`src/flash_regs_params.svh`:
```
// Purpose: constants for the flash status and configuration registers
// Assumes: 8-bit registers, one clock domain
// Notes: bit positions, reset values, write masks and cycle counts only
`ifndef FLASH_REGS_PARAMS_SVH
`define FLASH_REGS_PARAMS_SVH
`define STS_BUSY_BIT 0
`define STS_WEL_BIT 1
`define STS_PROT_LSB 2
`define STS_PROT_MSB 5
`define CFG_DRV_LSB 0
`define CFG_DRV_MSB 2
`define CFG_BOTTOM_BIT 3
`define CFG_PRE_BIT 4
`define PROT_RESET 4'h0
`define BOTTOM_RESET 1'h0
`define PRE_RESET 1'h0
`define DRV_RESET 3'h7
`define STS_WMASK 8'h3C
`define CFG_WMASK 8'h1F
`define PROG_CYCLES 16'h0020
`define ERASE_CYCLES 16'h0080
`define WRITE_STATUS_CMD_CYCLES 16'h0010
`endif

```
`src/flash_regs_pkg.sv`:
```
// Purpose: types for the flash status and configuration registers
// Assumes: used with flash_regs_params.svh
// Notes: operation codes as seen by the register block
package flash_regs_pkg;
   typedef enum logic [2:0] {
      OP_NONE, OP_WRITE_ENABLE_CMD, OP_WRITE_STATUS_CMD, OP_PROG, OP_SECT, OP_BLOCK, OP_CHIP
   } op_e;
   typedef enum {ST_IDLE, ST_BUSY} state_e;
endpackage

```
`src/flash_status_config_regs.sv`:
```
// Purpose: status and configuration registers of a serial flash device
// Assumes: command decoder presents one-cycle decoded commands
// Notes: array size split into 2**AW units; protect level picks a span
`timescale 1ns/10ps
`include "flash_regs_params.svh"

// Functional notes
// busy flag high during program/erase/write
// write enable command sets latch
// program/erase dropped when latch clear
// latch clears when operation completes
// protected target: ignore, clear latch
// host polls busy before latch
// four protect bits, written by status write
// protect bits select blocked region
// chip erase only with all zero
// protect bits reset to zero
// bottom-select bit, zero means top
// bottom-select only via status write
// preamble enable drives dummy pattern
// preamble enable only via status write
// three-bit drive strength field
// new settings act once written
// reserved bits read zero
module flash_status_config_regs #(
   parameter int AW = 8
) (
   // clock and reset
   input wire logic CLOCK,
   input wire logic RST,
   // decoded command, one-cycle pulse
   input wire logic CMD_VALID,
   input wire flash_regs_pkg::op_e CMD_OP,
   input wire logic [AW-1:0] CMD_ADDR,
   input wire logic [7:0] CMD_STATUS_DATA,
   input wire logic [7:0] CMD_CONFIG_DATA,
   // register read-back
   output logic [7:0] STATUS,
   output logic [7:0] CONFIG,
   // array operation launch
   output logic ARRAY_START,
   output flash_regs_pkg::op_e ARRAY_OP,
   // settings applied to the pads
   output logic PREAMBLE_ON,
   output logic [2:0] DRIVE_LEVEL,
   output logic PROTECT_BOTTOM
);
   logic [3:0] prot_q;
   logic bottom_q;
   logic pre_q;
   logic [2:0] drv_q;
   logic wel_q;
   logic busy_q;
   logic [15:0] cnt_q;
   flash_regs_pkg::state_e st_q;
   flash_regs_pkg::op_e op_q;
   logic is_array;
   logic blocked;
   logic accept;
   logic write_status_cmd_go;
   logic done;

   // true when address falls in span chosen by level and side
   function automatic logic in_protected(input logic [3:0] lvl,
                                         input logic bot,
                                         input logic [AW-1:0] a);
      logic [AW:0] span;
      logic [AW:0] lim;
      span = '0;
      lim = '0;
      if (lvl != 4'h0) begin
         if (int'(lvl) >= AW + 1) begin
            span = (AW+1)'(1) << AW;
         end else begin
            span = (AW+1)'(1) << (lvl - 4'h1);
         end
      end
      lim = ((AW+1)'(1) << AW) - span;
      if (bot) begin
         in_protected = {1'b0, a} < span;
      end else begin
         in_protected = {1'b0, a} >= lim && span != '0;
      end
   endfunction

   // classify the incoming command
   always_comb begin
      is_array = CMD_OP == flash_regs_pkg::OP_PROG ||
                 CMD_OP == flash_regs_pkg::OP_SECT ||
                 CMD_OP == flash_regs_pkg::OP_BLOCK ||
                 CMD_OP == flash_regs_pkg::OP_CHIP;
      // region blocking check
      // chip erase needs zero level
      if (CMD_OP == flash_regs_pkg::OP_CHIP) begin
         blocked = prot_q != 4'h0;
      end else begin
         blocked = in_protected(prot_q, bottom_q, CMD_ADDR);
      end
      // latch gates array work
      accept = CMD_VALID && is_array && wel_q && !blocked &&
               st_q == flash_regs_pkg::ST_IDLE;
      write_status_cmd_go = CMD_VALID && CMD_OP == flash_regs_pkg::OP_WRITE_STATUS_CMD &&
                wel_q && st_q == flash_regs_pkg::ST_IDLE;
      done = st_q == flash_regs_pkg::ST_BUSY && cnt_q == 16'h0000;
   end

   // operation sequencer; commands while busy are ignored
   always_ff @(posedge CLOCK) begin
      if (RST) begin
         st_q <= flash_regs_pkg::ST_IDLE;
         cnt_q <= 16'h0000;
         op_q <= flash_regs_pkg::OP_NONE;
      end else begin
         unique case (st_q)
            flash_regs_pkg::ST_IDLE: begin
               if (accept || write_status_cmd_go) begin
                  st_q <= flash_regs_pkg::ST_BUSY;
                  op_q <= CMD_OP;
                  if (write_status_cmd_go) begin
                     cnt_q <= `WRITE_STATUS_CMD_CYCLES;
                  end else if (CMD_OP == flash_regs_pkg::OP_PROG) begin
                     cnt_q <= `PROG_CYCLES;
                  end else begin
                     cnt_q <= `ERASE_CYCLES;
                  end
               end
            end
            flash_regs_pkg::ST_BUSY: begin
               if (done) begin
                  st_q <= flash_regs_pkg::ST_IDLE;
                  op_q <= flash_regs_pkg::OP_NONE;
               end else begin
                  cnt_q <= cnt_q - 16'h0001;
               end
            end
         endcase
      end
   end

   // busy flag tracks sequencer
   always_ff @(posedge CLOCK) begin
      if (RST) begin
         busy_q <= 1'b0;
      end else begin
         busy_q <= (st_q == flash_regs_pkg::ST_BUSY && !done) ||
                   accept || write_status_cmd_go;
      end
   end

   // write enable latch
   always_ff @(posedge CLOCK) begin
      if (RST) begin
         wel_q <= 1'b0;
      end else if (CMD_VALID && is_array && wel_q && blocked &&
                   st_q == flash_regs_pkg::ST_IDLE) begin
         // protected target clears latch
         wel_q <= 1'b0;
      end else if (done) begin
         // completion clears latch
         wel_q <= 1'b0;
      end else if (CMD_VALID && CMD_OP == flash_regs_pkg::OP_WRITE_ENABLE_CMD &&
                   st_q == flash_regs_pkg::ST_IDLE) begin
         // set by write enable
         wel_q <= 1'b1;
      end
   end

   // register contents commit on the edge that takes the status write
   always_ff @(posedge CLOCK) begin
      if (RST) begin
         // unprotected after reset
         prot_q <= `PROT_RESET;
         bottom_q <= `BOTTOM_RESET;
         pre_q <= `PRE_RESET;
         drv_q <= `DRV_RESET;
      end else if (write_status_cmd_go) begin
         // protect level via status write
         prot_q <= CMD_STATUS_DATA[`STS_PROT_MSB:`STS_PROT_LSB];
         // bottom select stored
         // only status write alters it
         bottom_q <= CMD_CONFIG_DATA[`CFG_BOTTOM_BIT];
         // preamble via status write
         pre_q <= CMD_CONFIG_DATA[`CFG_PRE_BIT];
         // drive strength field
         drv_q <= CMD_CONFIG_DATA[`CFG_DRV_MSB:`CFG_DRV_LSB];
      end
   end

   // outputs all registered; reserved bits forced to zero
   always_ff @(posedge CLOCK) begin
      if (RST) begin
         STATUS <= 8'h00;
         CONFIG <= 8'h00;
         ARRAY_START <= 1'b0;
         ARRAY_OP <= flash_regs_pkg::OP_NONE;
         PREAMBLE_ON <= `PRE_RESET;
         DRIVE_LEVEL <= `DRV_RESET;
         PROTECT_BOTTOM <= `BOTTOM_RESET;
      end else begin
         // reserved bits read zero
         STATUS <= {2'h0, prot_q, wel_q, busy_q} & (`STS_WMASK | 8'h03);
         CONFIG <= {3'h0, pre_q, bottom_q, drv_q} & `CFG_WMASK;
         ARRAY_START <= accept;
         ARRAY_OP <= accept ? CMD_OP : flash_regs_pkg::OP_NONE;
         // preamble pattern enable
         // settings act once written
         PREAMBLE_ON <= pre_q;
         DRIVE_LEVEL <= drv_q;
         PROTECT_BOTTOM <= bottom_q;
      end
   end

   // helper for checks: length of the current busy run; a counter is
   // used because a long repetition would make the tools crawl
   logic [15:0] busy_run_q;
   always_ff @(posedge CLOCK) begin
      if (RST) begin
         busy_run_q <= 16'h0000;
      end else if (busy_q) begin
         busy_run_q <= busy_run_q + 16'h0001;
      end else begin
         busy_run_q <= 16'h0000;
      end
   end
endmodule

```
`config.mk`:
```
export PLATFORM = sky130hd
export DESIGN_NAME = flash_status_config_regs
export DESIGN_NICKNAME = d
export VERILOG_FILES = /design/src/flash_regs_pkg.sv /design/src/flash_status_config_regs.sv
export VERILOG_INCLUDE_DIRS = /design/src
export SDC_FILE = /design/constraint.sdc
export NUM_CORES = 1
export LEC_CHECK = 0
export ABC_AREA = 1
export BUFFER_PORTS_ARGS = -buffer_cell sky130_fd_sc_hd__buf_2
export CORE_MARGIN = 4
export CORE_UTILIZATION = 33
export CTS_CLUSTER_DIAMETER = 60
export DETAILED_ROUTE_END_ITERATION = 12
export HOLD_SLACK_MARGIN = 0.02
export PLACE_DENSITY_LB_ADDON = 0.15
export SLEW_MARGIN = 20
export SYNTH_ARGS = -nofsm -noshare
export SYNTH_HDL_FRONTEND = slang
export SYNTH_SLANG_ARGS = --single-unit
export TNS_END_PERCENT = 5
```
`constraint.sdc`:
```
create_clock -name CLOCK -period 2.7 [get_ports CLOCK]
set_input_delay 0.135 -clock CLOCK [delete_from_list [all_inputs] [get_ports CLOCK]]
set_output_delay 0.135 -clock CLOCK [all_outputs]
set_load 0.01 [all_outputs]
```
==> results of run 1 <==
## through the flow
stage               cell area (µm²)  worst slack (ns)  power, mW  hold slack [ns]
floorplan                      2680            0.0977      0.791            0.261
global placement               3050           -0.0932      0.828            0.363
detailed placement             3050           -0.0942      0.829            0.361
CTS                            3250           0.00103       1.25           0.0536
global route                   3390            -0.164       1.30           0.0779
finish                         3390            0.0629       1.23           0.0572
## registers in the layout, indices dropped and copies added, names as in the netlist
name,flops
drv_q,3
busy_q,1
bottom_q,1
st_q,1
pre_q,1
STATUS,6
ARRAY_OP,3
ARRAY_START,1
CONFIG,5
prot_q,4
DRIVE_LEVEL,3
cnt_q,16
wel_q,1
## logic make-up (layout without fill, tap and decap cells)
| logic type | after synthesis | in the layout | share of synthesized area, % |
|---|---|---|---|
| compound gates | 50 | 50 | 10.2 |
| fa+ha+maj | 18 | 18 | 8.46 |
| xor+xnor | 14 | 14 | 4.61 |
| buf+inv | 63 | 123 | 11.1 |
| simple gates | 171 | 174 | 30.9 |
| other cells | 1 | 5 | 0.141 |
| flops | 46 | 46 | 34.6 |
## per-layer routing
| metal | wire length (µm) | track usage [%] |
|---|---|---|
| met1 | 3150 | 18.4 |
| met2 | 2890 | 20.8 |
| met3 | 281 | 3.07 |
| met4 | 40 | 1.92 |
| met5 | 0 | 0 |
## where the power goes
part           leakage (nW)  switching, mW  internal, mW
sequential            0.374        0.00267         0.681
clock                0.0452          0.230         0.183
combinational          1.27         0.0810        0.0571
## worst reg2reg max path: cells and delay by family, from the launching register on
family          cells  cell delay (ns)
compound gates      3             0.27
fa+ha+maj           2             0.46
buf+inv             2             0.21
flops               1             0.34
simple gates       15             1.24
## path summary, 6_finish.rpt
kind                                         endpoint              startpoint  slack, ns
worst max-delay path            cnt_q[7]$_SDFFE_PP0P_  prot_q[3]$_SDFFE_PP0P_       0.06
worst min-delay path            drv_q[0]$_SDFFE_PP1P_      CMD_CONFIG_DATA[0]       0.06
worst min register to register   STATUS[0]$_SDFF_PP0_       busy_q$_SDFF_PP0_       0.40
worst max register to register  cnt_q[7]$_SDFFE_PP0P_  prot_q[3]$_SDFFE_PP0P_       0.06
## cell type report
| type | instances | area share, % |
|---|---|---|
| Sequential cell | 46 | 27.4 |
| Inverter | 45 | 5.13 |
| Clock inverter | 2 | 0.406 |
| Tap cell | 102 | 3.77 |
| Clock buffer | 6 | 2.14 |
| Multi-Input combinational cell | 261 | 47.9 |
| Timing Repair Buffer | 70 | 13.2 |
## cell usage in the layout (no fill, tap or decap), types with 5 or more instances in the layout
master    Yosys  final
a21oi_1      28     25
buf_2         2     42
buf_4         9     26
clkbuf_8      0      5
conb_1        1      5
dfxtp_1      46     43
ha_1         18     17
inv_1        42     39
nand2_1      65     58
nand2_2       4      8
nand2_4       3      5
nand3_1       8      7
nand4_1      16     16
nor2_1       55     47
nor2_2        4      9
nor2_4        2      5
o21ai_0      15     14
xnor2_1       8      8
xor2_1        6      6
## repair_timing
| item | 4_1_cts | 5_1_grt |
|---|---|---|
| setup endpoints to repair | 18 | 23 |
| resized for setup | 15 | 31 |
| pin swaps | 10 | 18 |
| buffers inserted | 3 | 2 |
| gates cloned | 3 | 1 |
==> results.yml, run 1 <==
status:
  status: "finished, final reports clean"
clock_network:
  cts_tree: "built"
  clkSinkCount: 46
  cts.htree.levels: 2
  clkTransAtPathRegs_ns: 0.08
  numCtsBuffers: 5
  cts-root-buf: "clkbuf_8"
  clk_latency_ns: 0.30
  holdBufCountCts: 0
  clk_path_buf_depth: 2
synth:
  synthTopCellsByArea: "dfxtp_1, nand2_1, ha_1, nor2_1, inv_1"
  ys_warn_count: 0
  synth_edf_count: 0
  ys_top_cells_by_count: "nand2_1, nor2_1, dfxtp_1"
  ys_types: 37
  syn_inst: 363
  synth.top_cell.area_share_pct: 34.6
  avgSynthCellArea_um2: 7.33
  syn_area_um2: 2660
  yosysTopAreaCell: "dfxtp_1"
  synth_flop_cell: "dfxtp_1"
  synth-seq-cells: 46
  ys_seq_area_share_pct: 34.6
  async_reset_ff_share_pct: 0
  synth_most_common_cell: "nand2_1"
finish:
  drive_above_1_share_pct: 30.5
  num-fill-cells: 816
  nets: 477
  diodes: 0
  multi_input_area_um2: 1620
  syn_to_final_growth_pct: 27.4
  utilization_pct: 43.6
  stdcell_count: 532
  register_area_um2: 930
timing:
  layout_worst_path_cycle_share_pct: 97.7
  setup_violations: 0
  rsz0062_at_grt: "true"
  hold_violations: 0
  drv_slew: 0
  fmax_mhz: 379
  fin_skew_ns: 0.00965
  relSlewSlack_pct: 62.2
  fin_tns_setup_ns: 0
  worst_slew_pin_slew_ns: 0.566
  period_minus_slack_ns: 2.64
placed_design:
  post-place-cells: 515
  place_congestion: 0.790
  place_hpwl_um: 4530
  port_buffers: 42
worst_hold_path:
  worstHoldPathType: "in2reg"
  hold_depth: 3
global_route:
  grt_max_degree: 28
  grt_usage_pct: 13.0
  grt_pass1_vias: 2271
  grt_pass1_wl_um: 10600
  antenna_found_initial: 0
  grt_overflow_total: 0
floorplan:
  initial_core_util_pct: 34.3
  rows: 32
  die_x_um: 97.8
  io-pin-count: 55
  dieArea_um2: 9560
  core_area_um2: 7770
  fp.dieH_um: 97.8
critical_path:
  path_max_fanout: 7
  cp-start-kind: "flip-flop"
  cp.depth: 22
  cp_top_family: "simple AND/OR/NAND/NOR gates"
  end_kind: "flip-flop"
  cp_slowest_cell: "dfxtp_1"
  crit_buf_inv: 2
  path_common_cell: "nand2_1"
  cpPeakStageDelay_ns: 0.34
  worstRegToRegCells: 22
  critPathKind: "reg2reg"
  worstPathRequired_ns: 2.88
  path_cells: "nor2_4, nand2_4, ha_4, inv_2, nor2_2, nand3_1, nand3b_1, o21ai_1, ha_1, nand2_1, nand2_2, a21oi_2, nand2_1, nand2_1, nand2_1, nand2_1, nand3_2, nand2_4, nand2_8, buf_8, nand4_1, a21oi_2"
  cp.arrival_ns: 2.81
route:
  wl_um: 6370
  vias_per_cell: 4.59
  postRouteAntennaNets: 0
  remaining_drc_errors: 0
  drtIter0Drc: 95
  dr.pass1.iters: 4
  wl_per_cell_um: 12.0
  vias: 2442
power:
  static-leakage-power_nw: 1.69
  ir_drop_mv: 0.227
  pwr_density_cell_nw_per_um2: 364
job:
  maxCapViolCount: 0
No activity file was read; power rests on OpenSTA's default activity.
==> run 2: changes to the inputs <==
- clock period: 2.7 -> 2.4 ns (I/O delays scaled with it)
==> results.yml, run 2 (synthesis gave the netlist of run 1 again) <==
critical_path:
  reg2reg_to: "cnt_q[9]$_SDFFE_PP0P_"
  cpPeakStageDelay_ns: 0.39
  regToRegSetupSlack_ns: -0.26
  crit_buf_inv: 3
  path_max_fanout: 7
  cp_top_family: "simple AND/OR/NAND/NOR gates"
  cp_slowest_cell: "dfxtp_4"
  worstRegToRegCells: 23
  worstPathRequired_ns: 2.58
  path_cells: "inv_4, nor2_4, nand2_2, ha_4, inv_2, nor2_2, nand3_1, nand3b_1, o21ai_1, ha_1, nand2_1, nand2_1, a21oi_2, nand2_1, nand2_1, nand2_1, nand2_1, nand3_2, nand2_4, nand2_8, clkbuf_16, nand4_1, a21oi_1"
  rr_startpoint: "prot_q[0]$_SDFFE_PP0P_"
  cp-start-kind: "flip-flop"
  cp.arrival_ns: 2.84
  path_common_cell: "nand2_1"
  critPathKind: "reg2reg"
  end_kind: "flip-flop"
finish:
  num-fill-cells: 835
  regMostFlops: "cnt_q"
  drive_above_1_share_pct: 30.2
  largest_reg_flops: 16
  reg_top3: "cnt_q x16, STATUS x6, CONFIG x5"
  syn_to_final_growth_pct: 27.4
  layout_common_cells: "nand2_1, nor2_1, dfxtp_1"
  stdcell_count: 536
  final_common_cell: "nand2_1"
  diodes: 0
  nets: 481
timing:
  rsz0062_at_grt: "true"
  relSlewSlack_pct: 65.7
  hold_violations: 0
  setup_violations: 23
  setup_ws_ns: -0.259
  layout_worst_path_cycle_share_pct: 111
  period_minus_slack_ns: 2.66
  worst_slew_pin_slew_ns: 0.512
  fin_skew_ns: 0.00512
  drv_slew: 0
  fmax_mhz: 376
floorplan:
  fp.dieH_um: 97.8
  core_area_um2: 7770
  die_x_um: 97.8
  io-pin-count: 55
  dieArea_um2: 9560
  rows: 32
  initial_core_util_pct: 34.3
route:
  dr.pass1.iters: 4
  vias: 2464
  remaining_drc_errors: 0
  drtIter0Drc: 72
  wl_per_cell_um: 12.1
  wl_um: 6500
  postRouteAntennaNets: 0
  vias_per_cell: 4.60
job:
  maxCapViolCount: 0
clock_network:
  cts.htree.levels: 2
  clk_latency_ns: 0.30
  numCtsBuffers: 5
  clk_path_buf_depth: 2
  clkSinkCount: 46
  cts_tree: "built"
  cts-root-buf: "clkbuf_8"
  clkTransAtPathRegs_ns: 0.09
placed_design:
  post-place-cells: 520
  port_buffers: 42
  place_congestion: 0.908
  place_hpwl_um: 4670
power:
  swShare_pct: 26.8
  ir_drop_mv: 0.193
  intPower_mw: 1.04
  static-leakage-power_nw: 1.69
  clkPwrFrac_pct: 35.1
  p_switching_mw: 0.382
  p_comb_share_pct: 10.7
  pwr_density_cell_nw_per_um2: 420
  power_frac_seq_pct: 54.1
  total_power_mw: 1.42
worst_hold_path:
  hold_start: "CMD_CONFIG_DATA[2]"
  holdPathEnd: "drv_q[2]$_SDFFE_PP1P_"
  hold_depth: 3
  worstHoldPathType: "in2reg"
status:
  status: "complete, but fails checks"
  violations: "negative setup slack"
global_route:
  grt_usage_pct: 13.1
  grt_pass1_vias: 2325
  grt_overflow_total: 0
  grt_max_degree: 28
  antenna_found_initial: 0
  grt_pass1_wl_um: 10400
run 2: layout make-up:
| cell class | count | area [µm²] | area share (%) |
|---|---|---|---|
| clock buffer | 5 | 68.8 | 2.03 |
| multi-input combinational | 261 | 1590 | 46.9 |
| clock inverter | 3 | 25.0 | 0.738 |
| timing repair buffer | 74 | 475 | 14.0 |
| inverter | 45 | 174 | 5.13 |
| sequential | 46 | 930 | 27.4 |
| tap | 102 | 128 | 3.76 |
run 2: through the flow:
stage	setup TNS, ns	hold slack [ns]	cell area, µm²	setup WS [ns]	util, %
finish	-4.75	0.0330	3390	-0.259	43.7
detailed placement	-5.40	0.349	3110	-0.272	40.0
CTS	-5.37	0.0260	3230	-0.270	41.6
floorplan	-0.844	0.246	2690	-0.0711	-
global route	-10.64	0.0367	3390	-0.506	43.7
global placement	-5.86	0.337	3110	-0.289	40.0
run 2: repair_timing:
item,4_1_cts,5_1_grt
gates resized for setup,5,20
pin swaps,0,21
cloned,1,3
buffers inserted,0,4
hold buffers,0,0
setup endpoints to repair,22,23
hold endpoints to repair,0,0
run 2: worst max-delay path by stage:
stage,to,start,slack (ns),depth (start not counted)
finish,cnt_q[9]$_SDFFE_PP0P_,prot_q[0]$_SDFFE_PP0P_,-0.26,23
global route,cnt_q[3]$_SDFFE_PP0P_,prot_q[1]$_SDFFE_PP0P_,-0.51,23
CTS,cnt_q[13]$_SDFFE_PP0P_,prot_q[0]$_SDFFE_PP0P_,-0.27,23
detailed placement,cnt_q[4]$_SDFFE_PP0P_,prot_q[0]$_SDFFE_PP0P_,-0.27,24
global placement,cnt_q[12]$_SDFFE_PP0P_,prot_q[1]$_SDFFE_PP0P_,-0.29,23
floorplan,cnt_q[5]$_SDFFE_PP0P_,prot_q[0]$_SDFFE_PP0P_,-0.07,25
run 2: power by group through the flow:
stage,registers (mW),clock network (mW),logic [mW]
floorplan,0.790,0,0.0990
global placement,0.787,0,0.144
detailed placement,0.788,0,0.144
CTS,0.770,0.527,0.146
global route,0.771,0.556,0.175
finish,0.770,0.500,0.153
run 2: layer usage:
layer | routed length [µm] | GRT usage, % | up-vias | part of all wire [%]
met2 | 3080 | 22.5 | 40 | 47
met4 | 53 | 3.19 | 0 | 0.82
met1 | 3110 | 16.6 | 1114 | 48
met3 | 255 | 3.07 | 4 | 3.9
met5 | 0 | 0 | - | 0
li1 | - | - | 1306 | -
run 2: tightest hold or removal path, cell delays in order:
cell	delay, ns
buf_2	0.08
a21oi_1	0.05
o21ai_0	0.06
